## src/design/sar_pkg.sv

```systemverilog
// ==================================================================
// shared constants and types of the converter sequencer
package sar_pkg;
  // register byte offsets on the bus
  localparam logic [7:0] OFS_CTRL0 = 8'h00;
  localparam logic [7:0] OFS_CTRL1 = 8'h04;
  localparam logic [7:0] OFS_RES_HIGH = 8'h08;
  localparam logic [7:0] OFS_RES_LOW = 8'h0c;
  localparam logic [7:0] OFS_FLAG = 8'h10;
  localparam logic [7:0] OFS_ENABLE = 8'h14;
  localparam logic [7:0] OFS_PIN_LOW = 8'h18;
  localparam logic [7:0] OFS_PIN_HIGH = 8'h1c;
  localparam logic [7:0] OFS_CORE = 8'h20;
  // field positions
  localparam int unsigned CTRL0_ON_BIT = 0;
  localparam int unsigned CTRL0_GO_BIT = 1;
  localparam int unsigned CTRL0_CHS_LSB = 2;
  localparam int unsigned CTRL0_CLK_LSB = 6;
  localparam int unsigned CTRL1_JUST_BIT = 7;
  localparam int unsigned CTRL1_VNEG_BIT = 5;
  localparam int unsigned CTRL1_VPOS_BIT = 4;
  localparam int unsigned DONE_FLAG_BIT = 6;
  localparam int unsigned DONE_ENABLE_BIT = 6;
  localparam int unsigned CORE_GIE_BIT = 0;
  // reset values
  localparam logic [7:0] CTRL0_RST = 8'h00;
  localparam logic [7:0] CTRL1_RST = 8'h00;
  localparam logic [7:0] PIN_LOW_RST = 8'hff;
  localparam logic [5:0] PIN_HIGH_RST = 6'h3f;
  localparam logic [9:0] RESULT_RST = 10'h000;
  // conversion clock select codes
  localparam logic [1:0] CLK_DIV2 = 2'h0;
  localparam logic [1:0] CLK_DIV8 = 2'h1;
  localparam logic [1:0] CLK_DIV32 = 2'h2;
  localparam logic [1:0] CLK_RC = 2'h3;
  // timing counts
  localparam logic [5:0] DIV2_CLKS = 6'h02;
  localparam logic [5:0] DIV8_CLKS = 6'h08;
  localparam logic [5:0] DIV32_CLKS = 6'h20;
  localparam logic [3:0] RES_BITS = 4'ha;
  localparam logic [3:0] CONV_TADS = 4'hb;
  localparam logic [3:0] ABORT_TADS = 4'h2;
  localparam logic [2:0] INSTR_CLKS = 3'h4;
  // axi responses
  localparam logic [1:0] RESP_OKAY = 2'h0;
  localparam logic [1:0] RESP_SLVERR = 2'h2;
  // sequencer states
  typedef enum logic [1:0] {
    ST_IDLE = 2'b00,
    ST_WAIT = 2'b01,
    ST_CONV = 2'b10,
    ST_HOLD = 2'b11
  } seq_state_t;
  // controls toward the analog front end
  typedef struct packed {
    logic [3:0] chan;
    logic vpos_ext;
    logic vneg_ext;
    logic track;
    logic [9:0] trial;
  } afe_ctrl_t;
  // event pulses toward the core
  typedef struct packed {
    logic wake;
    logic vector;
  } core_evt_t;
endpackage : sar_pkg

```

## src/design/sar_adc_sequencer.sv

```systemverilog
`timescale 1ns/100ps
`default_nettype none
// ==================================================================
// Summary of operation
// - ten-bit successive approximation into result pair
// - channel field drives the shared sample-hold
// - independent positive and negative reference selects
// - clock select: div2, div8, div32, rc
// - full conversion takes exactly eleven bit periods
// - divider clocks follow system clock, rc not
// - completion sets flag; enable bit gates only the wake and the vector
// - flag set on every completion regardless
// - enabled completion in sleep wakes the core
// - result left or right justified by format
// - runs only when on; go starts conversion
// - completion clears go, sets flag, updates result
// - early go clear aborts, two-period holdoff
// - format bit seven, one means right justified
// - rc clock delays start by one instruction
module sar_adc_sequencer (
  // clock and reset
  input wire logic aclk,
  input wire logic aresetn,
  // axi4-lite write address and data
  input wire logic s_axi_awvalid,
  output logic s_axi_awready,
  input wire logic [7:0] s_axi_awaddr,
  input wire logic s_axi_wvalid,
  output logic s_axi_wready,
  input wire logic [31:0] s_axi_wdata,
  input wire logic [3:0] s_axi_wstrb,
  // axi4-lite write response
  output logic s_axi_bvalid,
  input wire logic s_axi_bready,
  output logic [1:0] s_axi_bresp,
  // axi4-lite read
  input wire logic s_axi_arvalid,
  output logic s_axi_arready,
  input wire logic [7:0] s_axi_araddr,
  output logic s_axi_rvalid,
  input wire logic s_axi_rready,
  output logic [31:0] s_axi_rdata,
  output logic [1:0] s_axi_rresp,
  // analog side
  input wire logic comp_in,
  input wire logic rc_osc_in,
  output sar_pkg::afe_ctrl_t afe_o,
  output logic [13:0] analog_pin_en,
  // core side
  input wire logic sleep_mode,
  output sar_pkg::core_evt_t core_evt_o
);
  import sar_pkg::*;

  // ================================================================
  // helper functions
  // true for every offset that holds a register
  function automatic logic is_mapped(input logic [7:0] a);
    is_mapped = (a == OFS_CTRL0) || (a == OFS_CTRL1) || (a == OFS_RES_HIGH) ||
                (a == OFS_RES_LOW) || (a == OFS_FLAG) || (a == OFS_ENABLE) ||
                (a == OFS_PIN_LOW) || (a == OFS_PIN_HIGH) || (a == OFS_CORE);
  endfunction : is_mapped

  // places the result in the high or low byte per format
  function automatic logic [7:0] fmt_result(input logic [9:0] r, input logic right,
                                            input logic hi);
    if (right) begin
      fmt_result = hi ? {6'h00, r[9:8]} : r[7:0];
    end else begin
      fmt_result = hi ? r[9:2] : {r[1:0], 6'h00};
    end
  endfunction : fmt_result

  // ================================================================
  // state declarations
  logic aw_got_r, aw_got_nxt; // write address held
  logic [7:0] awaddr_r, awaddr_nxt;
  logic w_got_r, w_got_nxt; // write data held
  logic [7:0] wbyte_r, wbyte_nxt; // lane zero of write data
  logic wlane_r, wlane_nxt; // lane zero strobe
  logic awready_r, awready_nxt;
  logic wready_r, wready_nxt;
  logic bvalid_r, bvalid_nxt;
  logic [1:0] bresp_r, bresp_nxt;
  logic arready_r, arready_nxt;
  logic rvalid_r, rvalid_nxt;
  logic [31:0] rdata_r, rdata_nxt;
  logic [1:0] rresp_r, rresp_nxt;
  logic wr_en; // write commits this cycle
  logic rd_en; // read taken this cycle
  // control and status
  logic on_r, on_nxt;
  logic go_r, go_nxt;
  logic [3:0] chs_r, chs_nxt;
  logic [1:0] clk_r, clk_nxt;
  logic just_r, just_nxt;
  logic vpos_r, vpos_nxt;
  logic vneg_r, vneg_nxt;
  logic flag_r, flag_nxt;
  logic ena_r, ena_nxt;
  logic gie_r, gie_nxt;
  logic [7:0] pin_lo_r, pin_lo_nxt;
  logic [5:0] pin_hi_r, pin_hi_nxt;
  logic [9:0] res_r, res_nxt;
  // sequencer
  seq_state_t st_r, st_nxt;
  logic [3:0] cnt_r, cnt_nxt; // bit periods in conv or hold
  logic [2:0] wait_r, wait_nxt; // instruction delay count
  logic [9:0] sar_r, sar_nxt; // trial code
  logic [4:0] div_r, div_nxt; // free-running divider
  logic [4:0] div_last; // last divider count for the select
  logic tick; // one bit period has elapsed
  logic start, abort, done;
  logic [3:0] idx; // bit being decided
  // synchronisers
  logic comp_s1_r; // comparator answer, sampled once
  logic rc_s1_r, rc_s2_r, rc_s3_r;
  // outputs
  afe_ctrl_t afe_r, afe_nxt;
  core_evt_t evt_r, evt_nxt;
  logic [13:0] pins_r;

  // ================================================================
  // bus slave
  // latch address and data separately, answer once both are in
  always_comb begin
    aw_got_nxt = aw_got_r;
    awaddr_nxt = awaddr_r;
    w_got_nxt = w_got_r;
    wbyte_nxt = wbyte_r;
    wlane_nxt = wlane_r;
    bvalid_nxt = bvalid_r;
    bresp_nxt = bresp_r;
    rvalid_nxt = rvalid_r;
    rdata_nxt = rdata_r;
    rresp_nxt = rresp_r;
    wr_en = aw_got_r && w_got_r && !bvalid_r;
    rd_en = s_axi_arvalid && arready_r;
    // address channel
    if (s_axi_awvalid && awready_r) begin
      aw_got_nxt = 1'b1;
      awaddr_nxt = s_axi_awaddr;
    end
    // data channel
    if (s_axi_wvalid && wready_r) begin
      w_got_nxt = 1'b1;
      wbyte_nxt = s_axi_wdata[7:0];
      wlane_nxt = s_axi_wstrb[0];
    end
    // commit and respond
    if (wr_en) begin
      aw_got_nxt = 1'b0;
      w_got_nxt = 1'b0;
      bvalid_nxt = 1'b1;
      bresp_nxt = is_mapped(awaddr_r) ? RESP_OKAY : RESP_SLVERR;
    end else if (bvalid_r && s_axi_bready) begin
      bvalid_nxt = 1'b0;
    end
    // read data, sampled at the address handshake
    if (rd_en) begin
      rvalid_nxt = 1'b1;
      rresp_nxt = is_mapped(s_axi_araddr) ? RESP_OKAY : RESP_SLVERR;
      rdata_nxt = 32'h0000_0000;
      unique case (s_axi_araddr)
        OFS_CTRL0: rdata_nxt[7:0] = {clk_r, chs_r, go_r, on_r};
        OFS_CTRL1: rdata_nxt[7:0] = {just_r, 1'b0, vneg_r, vpos_r, 4'h0};
        OFS_RES_HIGH: rdata_nxt[7:0] = fmt_result(res_r, just_r, 1'b1);
        OFS_RES_LOW: rdata_nxt[7:0] = fmt_result(res_r, just_r, 1'b0);
        OFS_FLAG: rdata_nxt[DONE_FLAG_BIT] = flag_r;
        OFS_ENABLE: rdata_nxt[DONE_ENABLE_BIT] = ena_r;
        OFS_PIN_LOW: rdata_nxt[7:0] = pin_lo_r;
        OFS_PIN_HIGH: rdata_nxt[5:0] = pin_hi_r;
        OFS_CORE: rdata_nxt[CORE_GIE_BIT] = gie_r;
        default: rdata_nxt = 32'h0000_0000;
      endcase
    end else if (rvalid_r && s_axi_rready) begin
      rvalid_nxt = 1'b0;
    end
    // one write and one read at a time
    awready_nxt = !aw_got_nxt && !bvalid_nxt;
    wready_nxt = !w_got_nxt && !bvalid_nxt;
    arready_nxt = !rvalid_nxt;
  end

  // registers of the bus slave
  always_ff @(posedge aclk) begin
    if (!aresetn) begin
      aw_got_r <= 1'b0;
      awaddr_r <= 8'h00;
      w_got_r <= 1'b0;
      wbyte_r <= 8'h00;
      wlane_r <= 1'b0;
      awready_r <= 1'b0;
      wready_r <= 1'b0;
      bvalid_r <= 1'b0;
      bresp_r <= 2'h0;
      arready_r <= 1'b0;
      rvalid_r <= 1'b0;
      rdata_r <= 32'h0000_0000;
      rresp_r <= 2'h0;
    end else begin
      aw_got_r <= aw_got_nxt;
      awaddr_r <= awaddr_nxt;
      w_got_r <= w_got_nxt;
      wbyte_r <= wbyte_nxt;
      wlane_r <= wlane_nxt;
      awready_r <= awready_nxt;
      wready_r <= wready_nxt;
      bvalid_r <= bvalid_nxt;
      bresp_r <= bresp_nxt;
      arready_r <= arready_nxt;
      rvalid_r <= rvalid_nxt;
      rdata_r <= rdata_nxt;
      rresp_r <= rresp_nxt;
    end
  end

  // ================================================================
  // synchronisers and bit-period enable
  // the rc edge passes two flops; the comparator answers our own registered
  // trial and settles within a cycle, so one sampling flop keeps divide by two current
  always_ff @(posedge aclk) begin
    if (!aresetn) begin
      comp_s1_r <= 1'b0;
      rc_s1_r <= 1'b0;
      rc_s2_r <= 1'b0;
      rc_s3_r <= 1'b0;
    end else begin
      comp_s1_r <= comp_in;
      rc_s1_r <= rc_osc_in;
      rc_s2_r <= rc_s1_r;
      rc_s3_r <= rc_s2_r;
    end
  end

  // divider runs free; the rc edge does not depend on aclk rate
  always_comb begin
    unique case (clk_r)
      CLK_DIV2: div_last = 5'(DIV2_CLKS - 6'h01);
      CLK_DIV8: div_last = 5'(DIV8_CLKS - 6'h01);
      CLK_DIV32: div_last = 5'(DIV32_CLKS - 6'h01);
      CLK_RC: div_last = 5'(DIV32_CLKS - 6'h01);
    endcase
    div_nxt = (div_r >= div_last) ? 5'h00 : 5'(div_r + 5'h01);
    tick = (clk_r == CLK_RC) ? (rc_s2_r && !rc_s3_r) : (div_r >= div_last);
  end

  // ================================================================
  // control registers and conversion sequencer
  always_comb begin
    on_nxt = on_r;
    go_nxt = go_r;
    chs_nxt = chs_r;
    clk_nxt = clk_r;
    just_nxt = just_r;
    vpos_nxt = vpos_r;
    vneg_nxt = vneg_r;
    flag_nxt = flag_r;
    ena_nxt = ena_r;
    gie_nxt = gie_r;
    pin_lo_nxt = pin_lo_r;
    pin_hi_nxt = pin_hi_r;
    res_nxt = res_r;
    st_nxt = st_r;
    cnt_nxt = cnt_r;
    wait_nxt = wait_r;
    sar_nxt = sar_r;
    start = 1'b0;
    abort = 1'b0;
    done = 1'b0;
    idx = 4'(RES_BITS - cnt_r);
    // software writes, lane zero only
    if (wr_en && wlane_r) begin
      unique case (awaddr_r)
        OFS_CTRL0: begin
          clk_nxt = wbyte_r[CTRL0_CLK_LSB +: 2];
          chs_nxt = wbyte_r[CTRL0_CHS_LSB +: 4];
          on_nxt = wbyte_r[CTRL0_ON_BIT];
          if (!wbyte_r[CTRL0_ON_BIT]) begin
            go_nxt = 1'b0;
          end else if (wbyte_r[CTRL0_GO_BIT] && !go_r && on_r) begin
            start = 1'b1;
          end else if (!wbyte_r[CTRL0_GO_BIT] && go_r) begin
            abort = 1'b1;
          end
        end
        OFS_CTRL1: begin
          just_nxt = wbyte_r[CTRL1_JUST_BIT];
          vneg_nxt = wbyte_r[CTRL1_VNEG_BIT];
          vpos_nxt = wbyte_r[CTRL1_VPOS_BIT];
        end
        OFS_FLAG: flag_nxt = wbyte_r[DONE_FLAG_BIT];
        OFS_ENABLE: ena_nxt = wbyte_r[DONE_ENABLE_BIT];
        OFS_PIN_LOW: pin_lo_nxt = wbyte_r;
        OFS_PIN_HIGH: pin_hi_nxt = wbyte_r[5:0];
        OFS_CORE: gie_nxt = wbyte_r[CORE_GIE_BIT];
        default: ;
      endcase
    end
    // sleep on a divided clock kills the conversion
    if (sleep_mode && clk_r != CLK_RC && go_r) begin
      abort = 1'b1;
    end
    // sequencer
    unique case (st_r)
      ST_IDLE: begin
        if (start) begin
          go_nxt = 1'b1;
          cnt_nxt = 4'h0;
          wait_nxt = 3'h0;
          // a clock select written together with go already counts
          st_nxt = (clk_nxt == CLK_RC) ? ST_WAIT : ST_CONV;
        end
      end
      ST_WAIT: begin
        wait_nxt = 3'(wait_r + 3'h1);
        if (wait_r == 3'(INSTR_CLKS - 3'h1)) begin
          st_nxt = ST_CONV;
        end
      end
      ST_CONV: begin
        if (tick && cnt_r == 4'h0) begin
          sar_nxt = 10'h200;
          cnt_nxt = 4'h1;
        end else if (tick) begin
          sar_nxt[idx] = comp_s1_r;
          if (idx != 4'h0) begin
            sar_nxt[idx - 4'h1] = 1'b1;
          end
          cnt_nxt = 4'(cnt_r + 4'h1);
          if (cnt_r == 4'(CONV_TADS - 4'h1)) begin
            done = 1'b1;
          end
        end
      end
      ST_HOLD: begin
        if (tick) begin
          cnt_nxt = 4'(cnt_r + 4'h1);
          if (cnt_r == 4'(ABORT_TADS - 4'h1)) begin
            st_nxt = ST_IDLE;
          end
        end
      end
    endcase
    // completion and abort
    if (done) begin
      go_nxt = 1'b0;
      res_nxt = sar_nxt;
      st_nxt = ST_IDLE;
    end
    if (abort && st_r != ST_IDLE) begin
      go_nxt = 1'b0;
      cnt_nxt = 4'h0;
      st_nxt = ST_HOLD;
    end
    if (!on_nxt) begin
      go_nxt = 1'b0;
      st_nxt = ST_IDLE;
    end
    // hardware set wins over a software clear
    if (done) begin
      flag_nxt = 1'b1;
    end
    // front end controls and core events
    afe_nxt.chan = chs_r;
    afe_nxt.vpos_ext = vpos_r;
    afe_nxt.vneg_ext = vneg_r;
    afe_nxt.track = (st_nxt == ST_IDLE) || (st_nxt == ST_HOLD) || (st_nxt == ST_WAIT);
    afe_nxt.trial = sar_nxt;
    evt_nxt.wake = done && sleep_mode && ena_r;
    evt_nxt.vector = done && sleep_mode && ena_r && gie_r;
  end

  // registers of control and sequencer
  always_ff @(posedge aclk) begin
    if (!aresetn) begin
      on_r <= CTRL0_RST[CTRL0_ON_BIT];
      go_r <= CTRL0_RST[CTRL0_GO_BIT];
      chs_r <= CTRL0_RST[CTRL0_CHS_LSB +: 4];
      clk_r <= CTRL0_RST[CTRL0_CLK_LSB +: 2];
      just_r <= CTRL1_RST[CTRL1_JUST_BIT];
      vpos_r <= CTRL1_RST[CTRL1_VPOS_BIT];
      vneg_r <= CTRL1_RST[CTRL1_VNEG_BIT];
      flag_r <= 1'b0;
      ena_r <= 1'b0;
      gie_r <= 1'b0;
      pin_lo_r <= PIN_LOW_RST;
      pin_hi_r <= PIN_HIGH_RST;
      res_r <= RESULT_RST;
      st_r <= ST_IDLE;
      cnt_r <= 4'h0;
      wait_r <= 3'h0;
      sar_r <= 10'h000;
      div_r <= 5'h00;
      afe_r <= '0;
      evt_r <= '0;
      pins_r <= {PIN_HIGH_RST, PIN_LOW_RST};
    end else begin
      on_r <= on_nxt;
      go_r <= go_nxt;
      chs_r <= chs_nxt;
      clk_r <= clk_nxt;
      just_r <= just_nxt;
      vpos_r <= vpos_nxt;
      vneg_r <= vneg_nxt;
      flag_r <= flag_nxt;
      ena_r <= ena_nxt;
      gie_r <= gie_nxt;
      pin_lo_r <= pin_lo_nxt;
      pin_hi_r <= pin_hi_nxt;
      res_r <= res_nxt;
      st_r <= st_nxt;
      cnt_r <= cnt_nxt;
      wait_r <= wait_nxt;
      sar_r <= sar_nxt;
      div_r <= div_nxt;
      afe_r <= afe_nxt;
      evt_r <= evt_nxt;
      pins_r <= {pin_hi_nxt, pin_lo_nxt};
    end
  end

  // ports straight from flops
  assign s_axi_awready = awready_r;
  assign s_axi_wready = wready_r;
  assign s_axi_bvalid = bvalid_r;
  assign s_axi_bresp = bresp_r;
  assign s_axi_arready = arready_r;
  assign s_axi_rvalid = rvalid_r;
  assign s_axi_rdata = rdata_r;
  assign s_axi_rresp = rresp_r;
  assign afe_o = afe_r;
  assign core_evt_o = evt_r;
  assign analog_pin_en = pins_r;

  // ================================================================
  // checks
  logic [3:0] conv_ticks_r; // ticks seen in the current conversion
  always_ff @(posedge aclk) begin
    if (!aresetn || st_r != ST_CONV) begin
      conv_ticks_r <= 4'h0;
    end else if (tick) begin
      conv_ticks_r <= 4'(conv_ticks_r + 4'h1);
    end
  end

  conv_length_a: assert property (@(posedge aclk) disable iff (!aresetn)
    done |-> conv_ticks_r == 4'(CONV_TADS - 4'h1))
    else $error("conversion did not span eleven bit periods");
  done_update_a: assert property (@(posedge aclk) disable iff (!aresetn)
    done |=> !go_r && flag_r && res_r == $past(sar_nxt) && st_r == ST_IDLE)
    else $error("completion effects missing");
  abort_keep_a: assert property (@(posedge aclk) disable iff (!aresetn)
    (st_r == ST_HOLD) |-> $stable(res_r) && !go_r)
    else $error("result changed during abort holdoff");
  holdoff_len_a: assert property (@(posedge aclk) disable iff (!aresetn)
    (st_r == ST_HOLD && tick && cnt_r == 4'h1 && on_r) |=> st_r == ST_IDLE)
    else $error("holdoff not ended after two bit periods");
  msb_first_a: assert property (@(posedge aclk) disable iff (!aresetn)
    (st_r == ST_CONV && tick && cnt_r == 4'h0 && on_nxt && !abort) |=> sar_r == 10'h200)
    else $error("first trial is not the msb");
  div2_rate_a: assert property (@(posedge aclk) disable iff (!aresetn)
    (clk_r == CLK_DIV2 && tick) ##1 (clk_r == CLK_DIV2) ##1 (clk_r == CLK_DIV2) |->
      tick && !$past(tick))
    else $error("divide by two enable out of step");
  rc_delay_a: assert property (@(posedge aclk) disable iff (!aresetn)
    (st_r == ST_IDLE && start && clk_nxt == CLK_RC && on_nxt) |=> st_r == ST_WAIT [*4])
    else $error("rc start delay wrong length");
  flag_sticky_a: assert property (@(posedge aclk) disable iff (!aresetn)
    (flag_r && !(wr_en && wlane_r && awaddr_r == OFS_FLAG)) |=> flag_r)
    else $error("completion flag cleared by hardware");
  wake_a: assert property (@(posedge aclk) disable iff (!aresetn)
    (done && sleep_mode && ena_r) |=> core_evt_o.wake && (core_evt_o.vector == $past(gie_r)))
    else $error("no wake on enabled completion in sleep");
  off_idle_a: assert property (@(posedge aclk) disable iff (!aresetn)
    !on_r |-> st_r == ST_IDLE && !go_r)
    else $error("sequencer active while converter off");
  chan_follow_a: assert property (@(posedge aclk) disable iff (!aresetn)
    ##1 afe_o.chan == $past(chs_r))
    else $error("channel output does not follow field");

endmodule : sar_adc_sequencer
`default_nettype wire

```

## config.mk

```make
export PLATFORM = sky130hd
export DESIGN_NAME = sar_adc_sequencer
export DESIGN_NICKNAME = d
export VERILOG_FILES = /design/src/design/sar_pkg.sv /design/src/design/sar_adc_sequencer.sv
export SDC_FILE = /design/constraint.sdc
export NUM_CORES = 1
export LEC_CHECK = 0
export ABC_AREA = 1
export BUFFER_PORTS_ARGS = -buffer_cell sky130_fd_sc_hd__buf_4
export CORE_MARGIN = 2
export CORE_UTILIZATION = 54
export CTS_CLUSTER_DIAMETER = 50
export DETAILED_ROUTE_END_ITERATION = 16
export GPL_ROUTABILITY_DRIVEN = 0
export GPL_TIMING_DRIVEN = 0
export PLACE_DENSITY = 0.79
export REMOVE_ABC_BUFFERS = 1
export SKIP_LAST_GASP = 1
export SLEW_MARGIN = 20
export SYNTH_ARGS = -nofsm -noshare
export SYNTH_HDL_FRONTEND = slang
export SYNTH_SLANG_ARGS = --single-unit
```

## constraint.sdc

```tcl
create_clock -name aclk -period 2.2 [get_ports aclk]
set_clock_uncertainty 0.15 [all_clocks]
set_input_delay 0.33 -clock aclk [delete_from_list [all_inputs] [get_ports aclk]]
set_output_delay 0.33 -clock aclk [all_outputs]
set_load 0.1 [all_outputs]
```

==> reports/summary.log <==
qor: synth.synth_area_per_cell 7.07 sq um
qor: synth.synth_commonest_cells sky130_fd_sc_hd__nand2_1, sky130_fd_sc_hd__dfxtp_1, sky130_fd_sc_hd__inv_1
qor: detailed_routing.drtPass1Iterations 5
qor: job.drv_cap 0
qor: die.io-pin-count 136
qor: grt.largest_net_degree_at_the_start_of_global_routing 62
qor: outcome.status finished clean
qor: sta.timing.hold.ws 0.0526 ns
qor: setup_path.critical_path.cell_chain nor2_4, ha_1, nand2_2, nor2_4, nand2_2, nand4_1, buf_4, nand3_4, buf_6, o211ai_1, buf_4, nor2_1
qor: setup_path.critical_path_class reg2reg
qor: layout.finalCoreUtilization 66.0%
qor: grt.leftover_overflow_at_the_end_of_global_routing 0
qor: setup_path.critical_path.reg2reg.endpoint cnt_r[1]
qor: grt.met1_usage 32.9%
qor: grt.groute.usage.overall 23.9%
qor: synth.synth_top_flop_cell sky130_fd_sc_hd__dfxtp_1
qor: synth.synth_top_family_by_area simple AND/OR/NAND/NOR gates
qor: power_and_ir_drop.ir_drop 0.438 mV
qor: detailed_routing.route.detailed.vias_per_inst 5.28
qor: grt.grt_first_pass_wirelength 22.1 mm
qor: setup_path.max_stage_delay 0.41 ns
qor: min_path.worstHoldPathType in2reg
qor: die.vertical_extent_of_the_die 107 microns
qor: synth.synthArstFlopShare 0%
qor: sta.slew_headroom 47.9%
qor: setup_path.required 2.33 ns
qor: clock_network.cts-htree-levels 3
qor: min_path.worst_hold_path.endpoint wbyte_r[3]
qor: detailed_routing.antenna_violating_nets_post_route 0
qor: clock_network.cts_inserted_buffers 9
qor: synth.synth_top_cell_area_share 38.4%
qor: setup_path.critical_path.startpoint clk_r[1]
qor: setup_path.critical_path.n_buffers_inverters 3
qor: clock_network.cts_tree built
qor: die.floorplan.initialDensity 55.3%
qor: clock_network.cts_clk_pin_slew_worst_paths 0.13 ns
qor: synth.share_of_the_synthesized_netlist_area_taken_by_xor_and_xnor_gates 0.617%
qor: grt.grt_use_met2 39.4%
qor: die.die-area 11400 sq um
qor: synth.compound_gate_fraction_of_synth_area 14.5%
qor: detailed_routing.drtIter0Drc 309
qor: setup_path.r2r_cells 12
qor: sta.timing.final.crit_period 2.16 ns
qor: detailed_routing.routed-via-count 5449
qor: synth.syn-cell-area 5680 sq um
qor: synth.synth_cell_type_count 48
qor: grt.vias_in_the_first_global_route 4657
qor: sta.setup_viol 0
qor: clock_network.cts_root_buf sky130_fd_sc_hd__clkbuf_8
qor: sta.clock.fmax 462 MHz
qor: detailed_routing.totalWireLength 14.2 mm
qor: clock_network.clockBufferDepth 2
qor: min_path.timing.hold.worst.start s_axi_wdata[3]
qor: min_path.holdPathStages 3
qor: die.core_area 10300 sq um
qor: synth.synthAdderAreaFrac 3.30%
qor: detailed_routing.drt_wl_cell 13.7 microns
qor: layout.final_nets 968
qor: grt.grt_antenna_before_repair 0
qor: synth.number_of_enable_flip_flop_cells_after_synthesis 0
qor: synth.ys_top_cells_by_area sky130_fd_sc_hd__dfxtp_1, sky130_fd_sc_hd__nand2_1, sky130_fd_sc_hd__inv_1
qor: sta.finalSetupTns 0 ns
qor: synth.fraction_of_the_yosys_area_taken_by_sequential_cells 38.4%
qor: power_and_ir_drop.p_leak 3.21 nW
qor: setup_path.r2r_slack 0.04 ns
qor: die.die_width 107 microns
qor: setup_path.worst-path-max-fanout 4
qor: setup_path.critical_path.reg2reg.startpoint clk_r[1]
qor: setup_path.cp_slowest_cell sky130_fd_sc_hd__dfxtp_4
qor: clock_network.clk-insertion-delay-late 0.39 ns
qor: sta.timing_hold_violations_final 0
qor: clock_network.number_of_sinks_driven_by_the_clock_tree 109
qor: die.rows 37
qor: placement.placement.io_buffers 82
qor: layout.n_antenna_cell 0
qor: setup_path.kind_of_capture_point_of_the_worst_setup_path flip-flop
qor: layout.layout-area-overhead-vs-synth 19.4%
qor: synth.synth_seq_cells 109
qor: placement.post_detail_place_hpwl 9.75 mm
qor: detailed_routing.drt_drc_violations_left 0
qor: synth.synthesis.instances 803
qor: sta.finalWorstSetupSlack 0.0367 ns
qor: setup_path.kind_of_start_point_of_the_critical_path flip-flop
qor: synth.yosys.area_share.simple 30.0%
qor: sta.finalCritPeriodShare 98.3%
qor: grt.busiest_layer met2
qor: synth.post-synth-top-count-cell sky130_fd_sc_hd__nand2_1
qor: synth.muxShareOfSynthArea 0%
qor: sta.grt_setup_unrepaired yes
qor: placement.worst_setup_slack_after_placement -0.878 ns
qor: synth.synth.largest_area_cell sky130_fd_sc_hd__dfxtp_1
qor: synth.yosys_warnings 0
qor: sta.worst_pin_slew 0.776 ns
qor: setup_path.cpLargestDelayFamily simple AND/OR/NAND/NOR gates
qor: setup_path.worst-endpoint-arrival 2.29 ns
qor: layout.drive_above_1_share 21.9%
qor: power_and_ir_drop.power_density 715 nW/um^2
qor: sta.timing_max_transition_violations_final 0
qor: grt.grtUsageMet3 3.74%
==> layout by cell type, fill, tap and decap left out, types with 3 or more instances in the layout <==
cell type and count:
sky130_fd_sc_hd__o21ai_0 36, sky130_fd_sc_hd__xor2_1 3, sky130_fd_sc_hd__dfxtp_1 105, sky130_fd_sc_hd__inv_1 102, sky130_fd_sc_hd__a211oi_1 7, sky130_fd_sc_hd__nor2_1 65, sky130_fd_sc_hd__a31oi_1 7, sky130_fd_sc_hd__nor2_2 11
sky130_fd_sc_hd__o211ai_1 15, sky130_fd_sc_hd__buf_4 93, sky130_fd_sc_hd__inv_2 6, sky130_fd_sc_hd__clkbuf_8 9, sky130_fd_sc_hd__nand4_1 7, sky130_fd_sc_hd__nand3_2 7, sky130_fd_sc_hd__ha_1 12, sky130_fd_sc_hd__nor3_1 9
sky130_fd_sc_hd__nor2_4 7, sky130_fd_sc_hd__or2_2 6, sky130_fd_sc_hd__o21ai_1 8, sky130_fd_sc_hd__conb_1 26, sky130_fd_sc_hd__nand3_1 59, sky130_fd_sc_hd__ha_4 3, sky130_fd_sc_hd__nand2_4 6, sky130_fd_sc_hd__a21oi_1 56
sky130_fd_sc_hd__nand2_2 17, sky130_fd_sc_hd__nor4_1 3, sky130_fd_sc_hd__nand2_1 169, sky130_fd_sc_hd__clkinv_8 3
==> cell families (layout without fill, tap and decap cells) <==
family                   Yosys count  in the layout
AND/OR/NAND/NOR                  372            373
buffers and inverters            159            226
AO/OA/AOI/OAI                    143            143
flip-flops                       109            109
adder cells (fa/ha/maj)           15             15
XOR/XNOR                           4              4
other                              1             26
==> tightest hold or removal path, cell delays in order <==
cell                      delay, ns
sky130_fd_sc_hd__buf_4         0.07
sky130_fd_sc_hd__o21ai_0       0.08
sky130_fd_sc_hd__nor2_1        0.08
==> what timing repair did <==
action                                  4_1_cts  5_1_grt
pin swaps                                     3       16
gates cloned                                  0        2
hold buffers                                  2        0
gates resized for setup                      11       39
hold endpoints to repair                      2        0
setup buffers                                 4       10
endpoints found under the setup margin       25       32
==> power breakdown <==
part           internal, W  switching [W]  leakage (nW)  total, W
Combinational     0.000533       0.000978          2.22   0.00151
Sequential         0.00204      0.0000569         0.888   0.00209
Clock             0.000459       0.000785         0.105   0.00124
Total              0.00303        0.00182          3.21   0.00485
==> sequential cells by signal, summed over array words and instances (netlist names), 2 cells and up <==
| register | cells |
|---|---|
| afe_o | 17 |
| s_axi_rdata | 8 |
| wbyte_r | 8 |
| pin_hi_r | 6 |
| cnt_r | 4 |
| div_r | 5 |
| core_evt_o | 2 |
| chs_r | 4 |
| wait_r | 3 |
| awaddr_r | 8 |
| st_r | 2 |
| clk_r | 2 |
| res_r | 10 |
| pin_lo_r | 7 |
==> metal layers <==
| layer | part of all wire [%] | up-vias |
|---|---|---|
| met2 | 48 | 188 |
| met5 | 0 | - |
| met3 | 5.8 | 19 |
| met1 | 45 | 2514 |
| met4 | 1.3 | 0 |
| li1 | - | 2728 |
==> how the worst max path moves through the flow <==
stage	end	slack, ns	depth (start not counted)
after global placement	core_evt_o[0]	-0.86	12
after detailed placement	core_evt_o[0]	-0.88	12
after floorplan	res_r[1]	-0.14	13
after global routing	res_r[8]	-0.05	14
after CTS	res_r[3]	0.005	13
final	cnt_r[1]	0.04	12
==> final cells by class <==
| class | instances | area, sq um |
|---|---|---|
| inverters | 111 | 430 |
| clock buffers | 9 | 124 |
| multi-input cells | 561 | 3010 |
| clock inverters | 7 | 86.3 |
| fillers | 906 | 3490 |
| well taps | 136 | 170 |
| repair inverters | 1 | 6.26 |
| flip-flops and latches | 109 | 2190 |
| repair buffers | 98 | 761 |
==> through the flow <==
step,total power (W),cell area [sq um],instances
3_5_place_dp,0.00316,6240,998
5_1_grt,0.00505,6780,1032
2_1_floorplan,0.00293,5450,780
4_1_cts,0.00444,6550,1020
6_report,0.00485,6780,1032
3_3_place_gp,0.00314,6240,998
(Power assumes the default switching activity.)
